<file path="src/core/gpc_defines.svh">
// Constants for the gate pump configuration command registers
`ifndef GPC_DEFINES_SVH
`define GPC_DEFINES_SVH
// ==========================================
// Command codes and unlock key
`define GPC_CMD_HGP 8'h9C
`define GPC_CMD_HCL 8'h9D
`define GPC_CMD_LGP 8'h9E
`define GPC_CMD_BYP 8'h9F
`define GPC_CMD_GOA 8'hA0
`define GPC_CMD_UNLOCK 8'hFF
`define GPC_UNLOCK_KEY 8'hA5
`define GPC_LAST_PIDX 2'h2
`define GPC_PIDX_SAT 2'h3
// ==========================================
// Reset values
`define GPC_RST_HGP 8'hA0
`define GPC_RST_HCL 8'h03
`define GPC_RST_LGP 8'h00
`define GPC_RST_BYP 24'h04_0000
`define GPC_RST_GOA 24'h00_2428
`define GPC_RST_UNLOCK 8'h00
// ==========================================
// Field positions
`define GPC_HGP_CLAMP 7
`define GPC_HGP_RATIO 5:4
`define GPC_SET_LVL 2:0
`define GPC_LGP_RATIO 7
`define GPC_LGP_CLAMP 6
`define GPC_BYP_MASTER 0
`define GPC_BYP_SRC_NEG 23
`define GPC_BYP_SRC_POS 16
`define GPC_GOA_MAP 1:0
`define GPC_GOA_SLPIN 4:2
`define GPC_GOA_LEVEL 9:8
`define GPC_GOA_GCL 12:10
`define GPC_GOA_VDS 15:13
`define GPC_GOA_HIZ_NUM 19:16
`define GPC_GOA_HIZ_EN 20
// ==========================================
// Decode constants (levels in 0.1 V)
`define GPC_HGP_BASE 4'h5
`define GPC_LGP_BASE 4'h5
`define GPC_VGH_BASE_DV 8'h78
`define GPC_VGL_BASE_DV 8'h5A
`define GPC_STEP_DV 8'h05
`define GPC_LEVEL_HIZ 2'h3
`define GPC_BITS_PER_BYTE 3'h7
`endif

</file>
<file path="src/core/gpc_pkg.sv">
// Types shared by the gate pump configuration block
package gpc_pkg;
    typedef enum logic [0:0] {GPC_RUN, GPC_HIZ_HOLD} gpc_phase_e;

    typedef struct packed {
        logic [7:0] shift;
        logic [2:0] cnt;
        logic scl_prev;
        logic vld;
        logic is_cmd;
        logic [7:0] data;
    } gpc_rx_s;

    typedef struct packed {
        logic [15:0] off;
        logic all_off;
    } gpc_gate_s;

    typedef struct packed {
        gpc_phase_e phase;
        logic [7:0] cmd;
        logic [1:0] pidx;
        logic [7:0] unlock;
        logic [7:0] hgp;
        logic [7:0] hcl;
        logic [7:0] lgp;
        logic [23:0] byp;
        logic [23:0] goa;
        logic [3:0] hiz_cnt;
        logic gate_hiz;
        logic extra_go;
        logic [3:0] vgh_ratio;
        logic vgh_clamp_en;
        logic [7:0] vgh_level_dv;
        logic [3:0] vgl_ratio;
        logic vgl_clamp_en;
        logic [7:0] vgl_level_dv;
        logic pad_force;
        logic [2:0] pad_goa_sel;
        logic [2:0] pad_vds_sel;
        logic [2:0] pad_gch_sel;
        logic all_on;
        logic [1:0] all_on_level;
        logic [1:0] map_sel;
    } gpc_main_s;
endpackage

</file>
<file path="src/core/gpc_serial_rx.sv">
// Serial command byte receiver, sampled on rising shift clock
`timescale 1ns/1ps
`default_nettype none
`include "gpc_defines.svh"
module gpc_serial_rx import gpc_pkg::*; (
    // Clock and reset
    input wire logic clock,
    input wire logic nrst,
    // Serial pins
    input wire logic csx_n,
    input wire logic scl,
    input wire logic sda,
    input wire logic dcx,
    // Received byte
    output gpc_rx_s rx
);
    gpc_rx_s s_q, s_d;

    always_comb begin
        s_d = s_q;
        s_d.vld = 1'b0;
        s_d.scl_prev = scl;
        if (csx_n) begin
            s_d.cnt = '0;
        end else if (scl && !s_q.scl_prev) begin
            s_d.shift = {s_q.shift[6:0], sda};
            s_d.cnt = s_q.cnt + 3'h1;
            if (s_q.cnt == `GPC_BITS_PER_BYTE) begin
                s_d.vld = 1'b1;
                s_d.data = {s_q.shift[6:0], sda};
                s_d.is_cmd = !dcx;
            end
        end
    end

    always_ff @(posedge clock or negedge nrst) begin
        if (!nrst) begin
            s_q <= '0;
        end else begin
            s_q <= s_d;
        end
    end

    assign rx = s_q;

    a_byte_pulse_one: assert property (@(posedge clock) disable iff (!nrst)
        s_q.vld |=> !s_q.vld) else $error("byte strobe longer than one cycle");
endmodule // gpc_serial_rx
`default_nettype wire

</file>
<file path="src/core/gpc_supply_gate.sv">
// Test-mode supply shut-off per internal supply
`timescale 1ns/1ps
`default_nettype none
`include "gpc_defines.svh"
module gpc_supply_gate import gpc_pkg::*; (
    // Clock and reset
    input wire logic clock,
    input wire logic nrst,
    // Controls
    input wire logic test_mode,
    input wire logic master_off,
    input wire logic [15:0] bypass,
    // Shut-off levels
    output gpc_gate_s gate
);
    gpc_gate_s s_q, s_d;
    logic [15:0] off_w;

    genvar i;
    generate
        for (i = 0; i < 16; i++) begin : g_sup
            assign off_w[i] = test_mode & (master_off | bypass[i]);
        end
    endgenerate

    always_comb begin
        s_d = s_q;
        s_d.off = off_w;
        s_d.all_off = test_mode & master_off;
    end

    always_ff @(posedge clock or negedge nrst) begin
        if (!nrst) begin
            s_q <= '0;
        end else begin
            s_q <= s_d;
        end
    end

    assign gate = s_q;

    a_master_all_off: assert property (@(posedge clock) disable iff (!nrst)
        (test_mode && master_off) |=> (&s_q.off)) else $error("master off left a supply on");
endmodule // gpc_supply_gate
`default_nettype wire

</file>
<file path="src/core/gpc_top.sv">
// Gate pump and gate-on-array configuration command registers
// What this block does
// - High gate clamp enable bit D7: 0 disables clamp, 1 enables.
// - High gate pump ratio code 00..11 selects five to eight times supply.
// - High gate clamp level code 000..111 maps 12.0 V to 15.5 V.
// - Low gate pump ratio bit selects minus five or minus six times.
// - Low gate clamp enable bit: 0 disables clamp, 1 enables.
// - Low gate clamp level code maps -9.0 V down to -12.5 V.
// - In test mode the master off bit turns every supply off.
// - In test mode each bypass bit except bit 6 turns its supply off; reset 00h.
// - In test mode the source positive and negative bypass bits turn those supplies off.
// - In sleep-in a field picks clock, start-pulse and low-gate pad level.
// - In sleep-in a field picks the scan-direction pads level.
// - In sleep-in a field picks the charge-high pad level.
// - All-gate-on level: high rail, low rail, ground or high impedance.
// - Float-on-detect holds gates floating, then scans two extra frames.
// - Four-bit field sets the floating time before extra frames.
`timescale 1ns/1ps
`default_nettype none
`include "gpc_defines.svh"
module gpc_top import gpc_pkg::*; (
    // Clock and reset
    input wire logic clock,
    input wire logic nrst,
    // Serial command pins
    input wire logic csx_n,
    input wire logic scl,
    input wire logic sda,
    input wire logic dcx,
    // Device state
    input wire logic test_mode,
    input wire logic sleep_in,
    input wire logic all_gate_on,
    input wire logic low_voltage_detect,
    input wire logic two_frame_strategy,
    input wire logic line_tick,
    // Pump settings
    output logic [3:0] vgh_ratio,
    output logic vgh_clamp_en,
    output logic [7:0] vgh_level_dv,
    output logic [3:0] vgl_ratio,
    output logic vgl_clamp_en,
    output logic [7:0] vgl_level_dv,
    // Supply shut-off
    output logic [15:0] supply_off,
    output logic supply_all_off,
    // Gate pads
    output logic pad_force,
    output logic [2:0] pad_goa_sel,
    output logic [2:0] pad_vds_sel,
    output logic [2:0] pad_gch_sel,
    output logic gate_all_on,
    output logic [1:0] gate_all_on_level,
    output logic gate_hiz,
    output logic extra_frames_go,
    output logic [1:0] map_sel
);
    // ==========================================
    // Byte receiver and supply gating
    gpc_rx_s rx;
    gpc_gate_s gate;
    gpc_main_s s_q, s_d;
    logic [15:0] bypass_w;

    gpc_serial_rx u_rx (
        .clock(clock),
        .nrst(nrst),
        .csx_n(csx_n),
        .scl(scl),
        .sda(sda),
        .dcx(dcx),
        .rx(rx)
    );

    assign bypass_w = {s_q.byp[`GPC_BYP_SRC_NEG], s_q.byp[`GPC_BYP_SRC_POS],
        s_q.byp[15:8], s_q.byp[7], s_q.byp[5:1]};

    gpc_supply_gate u_gate (
        .clock(clock),
        .nrst(nrst),
        .test_mode(test_mode),
        .master_off(s_q.byp[`GPC_BYP_MASTER]),
        .bypass(bypass_w),
        .gate(gate)
    );

    // ==========================================
    // Command decode and state
    logic wr_ok;
    logic [4:0] lane;

    always_comb begin
        s_d = s_q;
        s_d.extra_go = 1'b0;
        wr_ok = (s_q.cmd == `GPC_CMD_UNLOCK) || (s_q.unlock == `GPC_UNLOCK_KEY);
        lane = {s_q.pidx, 3'b000};
        if (rx.vld) begin
            if (rx.is_cmd) begin
                s_d.cmd = rx.data;
                s_d.pidx = '0;
            end else begin
                if (wr_ok && s_q.pidx == '0) begin
                    case (s_q.cmd)
                        `GPC_CMD_UNLOCK: s_d.unlock = rx.data;
                        `GPC_CMD_HGP: s_d.hgp = rx.data;
                        `GPC_CMD_HCL: s_d.hcl = rx.data;
                        `GPC_CMD_LGP: s_d.lgp = rx.data;
                        default: ;
                    endcase
                end
                if (wr_ok && s_q.pidx <= `GPC_LAST_PIDX) begin
                    case (s_q.cmd)
                        `GPC_CMD_BYP: s_d.byp[lane +: 8] = rx.data;
                        `GPC_CMD_GOA: s_d.goa[lane +: 8] = rx.data;
                        default: ;
                    endcase
                end
                if (s_q.pidx != `GPC_PIDX_SAT) begin
                    s_d.pidx = s_q.pidx + 2'h1;
                end
            end
        end

        case (s_q.phase)
            GPC_RUN: begin
                if (low_voltage_detect && two_frame_strategy) begin
                    if (s_q.goa[`GPC_GOA_HIZ_EN]) begin
                        s_d.phase = GPC_HIZ_HOLD;
                        s_d.hiz_cnt = s_q.goa[`GPC_GOA_HIZ_NUM];
                    end else begin
                        s_d.extra_go = 1'b1;
                    end
                end
            end
            GPC_HIZ_HOLD: begin
                if (line_tick) begin
                    if (s_q.hiz_cnt == '0) begin
                        s_d.phase = GPC_RUN;
                        s_d.extra_go = 1'b1;
                    end else begin
                        s_d.hiz_cnt = s_q.hiz_cnt - 4'h1;
                    end
                end
            end
            default: s_d.phase = GPC_RUN;
        endcase

        s_d.vgh_clamp_en = s_q.hgp[`GPC_HGP_CLAMP];
        s_d.vgh_ratio = `GPC_HGP_BASE + {2'b00, s_q.hgp[`GPC_HGP_RATIO]};
        s_d.vgh_level_dv = `GPC_VGH_BASE_DV
            + 8'(`GPC_STEP_DV * {5'b0, s_q.hcl[`GPC_SET_LVL]});
        s_d.vgl_ratio = `GPC_LGP_BASE + {3'b000, s_q.lgp[`GPC_LGP_RATIO]};
        s_d.vgl_clamp_en = s_q.lgp[`GPC_LGP_CLAMP];
        s_d.vgl_level_dv = `GPC_VGL_BASE_DV
            + 8'(`GPC_STEP_DV * {5'b0, s_q.lgp[`GPC_SET_LVL]});

        s_d.pad_force = sleep_in;
        s_d.pad_goa_sel = s_q.goa[`GPC_GOA_SLPIN];
        s_d.pad_vds_sel = s_q.goa[`GPC_GOA_VDS];
        s_d.pad_gch_sel = s_q.goa[`GPC_GOA_GCL];
        s_d.all_on = all_gate_on;
        s_d.all_on_level = s_q.goa[`GPC_GOA_LEVEL];
        s_d.gate_hiz = (s_d.phase == GPC_HIZ_HOLD)
            || (all_gate_on && s_q.goa[`GPC_GOA_LEVEL] == `GPC_LEVEL_HIZ);
        s_d.map_sel = s_q.goa[`GPC_GOA_MAP];
    end

    always_ff @(posedge clock or negedge nrst) begin
        if (!nrst) begin
            s_q <= '0;
            s_q.phase <= GPC_RUN;
            s_q.unlock <= `GPC_RST_UNLOCK;
            s_q.hgp <= `GPC_RST_HGP;
            s_q.hcl <= `GPC_RST_HCL;
            s_q.lgp <= `GPC_RST_LGP;
            s_q.byp <= `GPC_RST_BYP;
            s_q.goa <= `GPC_RST_GOA;
        end else begin
            s_q <= s_d;
        end
    end

    // ==========================================
    // Outputs
    assign vgh_ratio = s_q.vgh_ratio;
    assign vgh_clamp_en = s_q.vgh_clamp_en;
    assign vgh_level_dv = s_q.vgh_level_dv;
    assign vgl_ratio = s_q.vgl_ratio;
    assign vgl_clamp_en = s_q.vgl_clamp_en;
    assign vgl_level_dv = s_q.vgl_level_dv;
    assign supply_off = gate.off;
    assign supply_all_off = gate.all_off;
    assign pad_force = s_q.pad_force;
    assign pad_goa_sel = s_q.pad_goa_sel;
    assign pad_vds_sel = s_q.pad_vds_sel;
    assign pad_gch_sel = s_q.pad_gch_sel;
    assign gate_all_on = s_q.all_on;
    assign gate_all_on_level = s_q.all_on_level;
    assign gate_hiz = s_q.gate_hiz;
    assign extra_frames_go = s_q.extra_go;
    assign map_sel = s_q.map_sel;

    // ==========================================
    // Checks
    a_locked_no_write: assert property (@(posedge clock) disable iff (!nrst)
        (rx.vld && !rx.is_cmd && s_q.cmd == `GPC_CMD_HGP
            && s_q.unlock != `GPC_UNLOCK_KEY) |=> $stable(s_q.hgp))
        else $error("locked write changed pump setup");
    a_high_ratio: assert property (@(posedge clock) disable iff (!nrst)
        ##1 $stable(s_q.hgp) |=> vgh_ratio == 4'(5 + $past(s_q.hgp[5:4])))
        else $error("high pump ratio decode wrong");
    a_high_level: assert property (@(posedge clock) disable iff (!nrst)
        $stable(s_q.hcl) |=> vgh_level_dv == 8'(120 + 5 * $past(s_q.hcl[2:0])))
        else $error("high clamp level decode wrong");
    a_low_level: assert property (@(posedge clock) disable iff (!nrst)
        $stable(s_q.lgp) |=> vgl_level_dv == 8'(90 + 5 * $past(s_q.lgp[2:0])))
        else $error("low clamp level decode wrong");
    a_low_clamp_ratio: assert property (@(posedge clock) disable iff (!nrst)
        $stable(s_q.lgp) |=> (vgl_ratio == ($past(s_q.lgp[7]) ? 4'h6 : 4'h5))
            && (vgl_clamp_en == $past(s_q.lgp[6])))
        else $error("low pump ratio or clamp wrong");
    a_hiz_before_go: assert property (@(posedge clock) disable iff (!nrst)
        (s_q.phase == GPC_RUN && low_voltage_detect && two_frame_strategy
            && s_q.goa[20] && s_q.goa[19:16] == 4'h0) ##1 line_tick
            |=> extra_frames_go && !gate_hiz)
        else $error("extra frames not started after float");
    a_hiz_held: assert property (@(posedge clock) disable iff (!nrst)
        (s_q.phase == GPC_HIZ_HOLD && s_q.hiz_cnt != 4'h0) |=> gate_hiz)
        else $error("gates not floating during hold");
    a_all_on_hiz: assert property (@(posedge clock) disable iff (!nrst)
        (all_gate_on && s_q.goa[9:8] == 2'b11) |=> gate_hiz)
        else $error("all gate on high impedance missing");
endmodule // gpc_top
`default_nettype wire

</file>
<file path="config.mk">
export PLATFORM = sky130hd
export DESIGN_NAME = gpc_top
export DESIGN_NICKNAME = d
export VERILOG_FILES = /design/src/core/gpc_pkg.sv /design/src/core/gpc_serial_rx.sv /design/src/core/gpc_supply_gate.sv /design/src/core/gpc_top.sv
export VERILOG_INCLUDE_DIRS = /design/src /design/src/core
export SDC_FILE = /design/constraint.sdc
export NUM_CORES = 1
export LEC_CHECK = 0
export ABC_AREA = 1
export BUFFER_PORTS_ARGS = -buffer_cell sky130_fd_sc_hd__buf_2
export CAP_MARGIN = 20
export CORE_ASPECT_RATIO = 0.8
export CORE_MARGIN = 4
export CORE_UTILIZATION = 45
export DETAILED_ROUTE_END_ITERATION = 8
export GPL_ROUTABILITY_DRIVEN = 0
export HOLD_SLACK_MARGIN = 0.12
export SYNTH_ARGS = -nofsm -noshare
export SYNTH_HDL_FRONTEND = slang
export SYNTH_HIERARCHICAL = 1
export SYNTH_SLANG_ARGS = --single-unit
</file>
<file path="constraint.sdc">
create_clock -name clock -period 3 [get_ports clock]
set_clock_uncertainty 0.05 [all_clocks]
set_input_delay 0.45 -clock clock [delete_from_list [all_inputs] [get_ports clock]]
set_output_delay 0.45 -clock clock [all_outputs]
set_load 0.05 [all_outputs]
</file>
==> summary.md <==
| Metric | Value |
|---|---|
| Crit path max-delay cell type | a21oi_1 |
| RSZ-0062 raised after global routing | false |
| First-pass GRT wire length | 21.7 mm |
| Routed wire per std cell | 13.9 microns |
| GRT Max-Usage Layer | met1 |
| MaxCap Viol Count | 0 |
| Class of the most critical setup path | register to register |
| Yosys warning total | 6 |
| Crit path required time | 3.26 ns |
| Worst-skew pair later-pin latency | 0.42 ns |
| Crit path DAT | 2.44 ns |
| Worst-path fanout max | 11 |
| Place WS | 0.855 ns |
| CTS Buffer Depth | 2 |
| Die height | 115 microns |
| Pin count of the biggest net entering global routing | 67 |
| Most frequent cells in the layout | nand2_1, dfrtp_1, buf_2 |
| Core box area | 13800 sq um |
| Slew Viols, Final | 0 |
| Measured slew at the worst slew-check pin | 0.830 ns |
| Worst-path clk slew | 0.06 ns |
| Final wirelength | 12.5 mm |
| Slew margin rel. | 44.7% |
| Final setup viols | 0 |
| Post-CTS Hold Buffers | 3 |
| Status | finished, final reports clean |
| Hold Path Stages | 1 |
| Final hold viol count | 0 |
| Port Buffers | 70 |
| Avg Vias per Cell | 4.84 |
| # DRC | 0 |
| CTS tree | yes |
| Highest Clock Rate | 459 MHz |
| Global routing met1 resource utilization | 24.8% |
| Worst vdd ir | 362 uV |
| Chip width | 142 microns |
| DPL Wire Length | 8.72 mm |
| Mapped Cells | 661 |
| H-tree depth | 4 |
| Reg2reg end | s_q[115] |
| Worst Hold Launch | scl |
| R2R Setup Slk | 0.82 ns |
| Cts bufs inserted | 17 |
| Post-CTS sizing | 0 |
| Area of placed instances | 6680 sq um |
| # rows | 38 |
| Pwr dens | 623 nW/um^2 |
| Critical path startpoint category | register |
| Antenna Nets Post-Route | 0 |
| Total Nets Final | 736 |
| Fin Hold WS | 0.176 ns |
| Mean Syn Cell Area | 9.80 sq um |
| Syn Nets | 696 |
| Total number of vias | 4324 |
| Initial antenna violation count | 0 |
| Starting density of the core | 46.8% |
| Netlist Area Pre-Place | 6480 sq um |
| Fin area | 7310 sq um |
| Critical R2R Launch | lane[3] |
| Final worst slack | 0.820 ns |
| Final critical-path share of the clock period | 72.7% |
| Share of cells above drive strength 1 | 19.5% |
| Total GRT Usage | 16.7% |
| Postcts setup bufs | 0 |
| IO Pins | 72 |
| Commonest non-fill, non-tap cell in the layout | nand2_1 |
| P&R area growth vs syn | 12.9% |
| Met3 usage | 4.16% |
| Starting DRT DRC Count | 254 |
| First-pass detailed-route iteration total | 4 |
| CTS sink cnt | 148 |
| Root buf cell | clkbuf_16 |
| WHS Endpoint | u_rx/rx[10] |
| Hold WC Path Type | input pin to register |
| Total die area | 16400 sq um |
| Grt ovf | 0 |
| Power, Total | 4.56 mW |
| Leak | 3.89 nW |
| Critical Path Sink Type | register |
| Most numerous cell on the critical path | inv_1 |
| Worst-case reg-to-reg path depth | 7 |
| Vias in the first global route | 4306 |
| Critical Path Max Stage Delay | 0.66 ns |
| Tmin final | 2.18 ns |
| Crit path cell chain | inv_1 > ha_1 > inv_1 > a21oi_1 > nand3_1 > nand2_1 > inv_1 |
| Final setup TNS | 0 ns |
| Antenna diodes | 0 |
| Met2 Usage GRT | 23.9% |
-- worst max path at each step --
stage | end | slack, ns | depth (start not counted) | start
after floorplan | vgl_level_dv[4] | 1.30 | 6 | s_q[97]
after global placement | s_q[115] | 0.98 | 7 | lane[3]
after detailed placement | s_q[115] | 0.86 | 7 | lane[3]
after CTS | s_q[115] | 0.84 | 7 | lane[3]
after global routing | s_q[115] | 0.58 | 7 | lane[3]
final | s_q[115] | 0.82 | 7 | lane[3]
-- through the flow --
| stage | utilization, % | std cells |
|---|---|---|
| floorplan | - | 661 |
| global placement | 48.3 | 859 |
| detailed placement | 48.3 | 859 |
| CTS | 52.9 | 894 |
| global route | 52.9 | 894 |
| finish | 52.9 | 894 |
-- registers in the layout, indices dropped and copies added (netlist names), 2 cells and up --
name / count
pad_goa_sel: 3
pad_vds_sel: 3
vgh_ratio: 4
s_d: 15
s_q: 36
gate_all_on_level: 2
u_gate/gate: 17
vgl_level_dv: 8
bypass_w: 16
vgh_level_dv: 7
vgl_ratio: 3
map_sel: 2
lane: 2
u_rx/rx: 21
pad_gch_sel: 3
-- worst max-delay path: cells and delay by family, from the launching register on --
family | cells | cell delay, ns
and+or+nand+nor | 2 | 0.24
AOI/OAI and AO/OA | 1 | 0.66
adders and majority gates | 1 | 0.33
buffers and inverters | 3 | 0.36
DFF | 1 | 0.44
-- per-layer routing --
metal | up-vias | share of wire (%)
li1 | 2183 | -
met1 | 2035 | 49
met2 | 90 | 43
met3 | 16 | 6.1
met4 | 0 | 1.4
met5 | - | 0
-- where the power goes --
part / leakage (nW) / internal [mW] / switching, mW
Sequential: 1.95 / 2.06 / 0.0429
Combinational: 1.65 / 0.0963 / 0.200
Clock: 0.291 / 1.38 / 0.777
-- area by class of cell --
| type | count | area [sq um] |
|---|---|---|
| Clock buffer | 21 | 440 |
| Clock inverter | 11 | 160 |
| Fill cell | 1252 | 6520 |
| Inverter | 56 | 210 |
| Multi-Input combinational cell | 401 | 2140 |
| Sequential cell | 148 | 3710 |
| Tap cell | 180 | 225 |
| Timing Repair Buffer | 77 | 429 |
(Power assumes the default switching activity.)
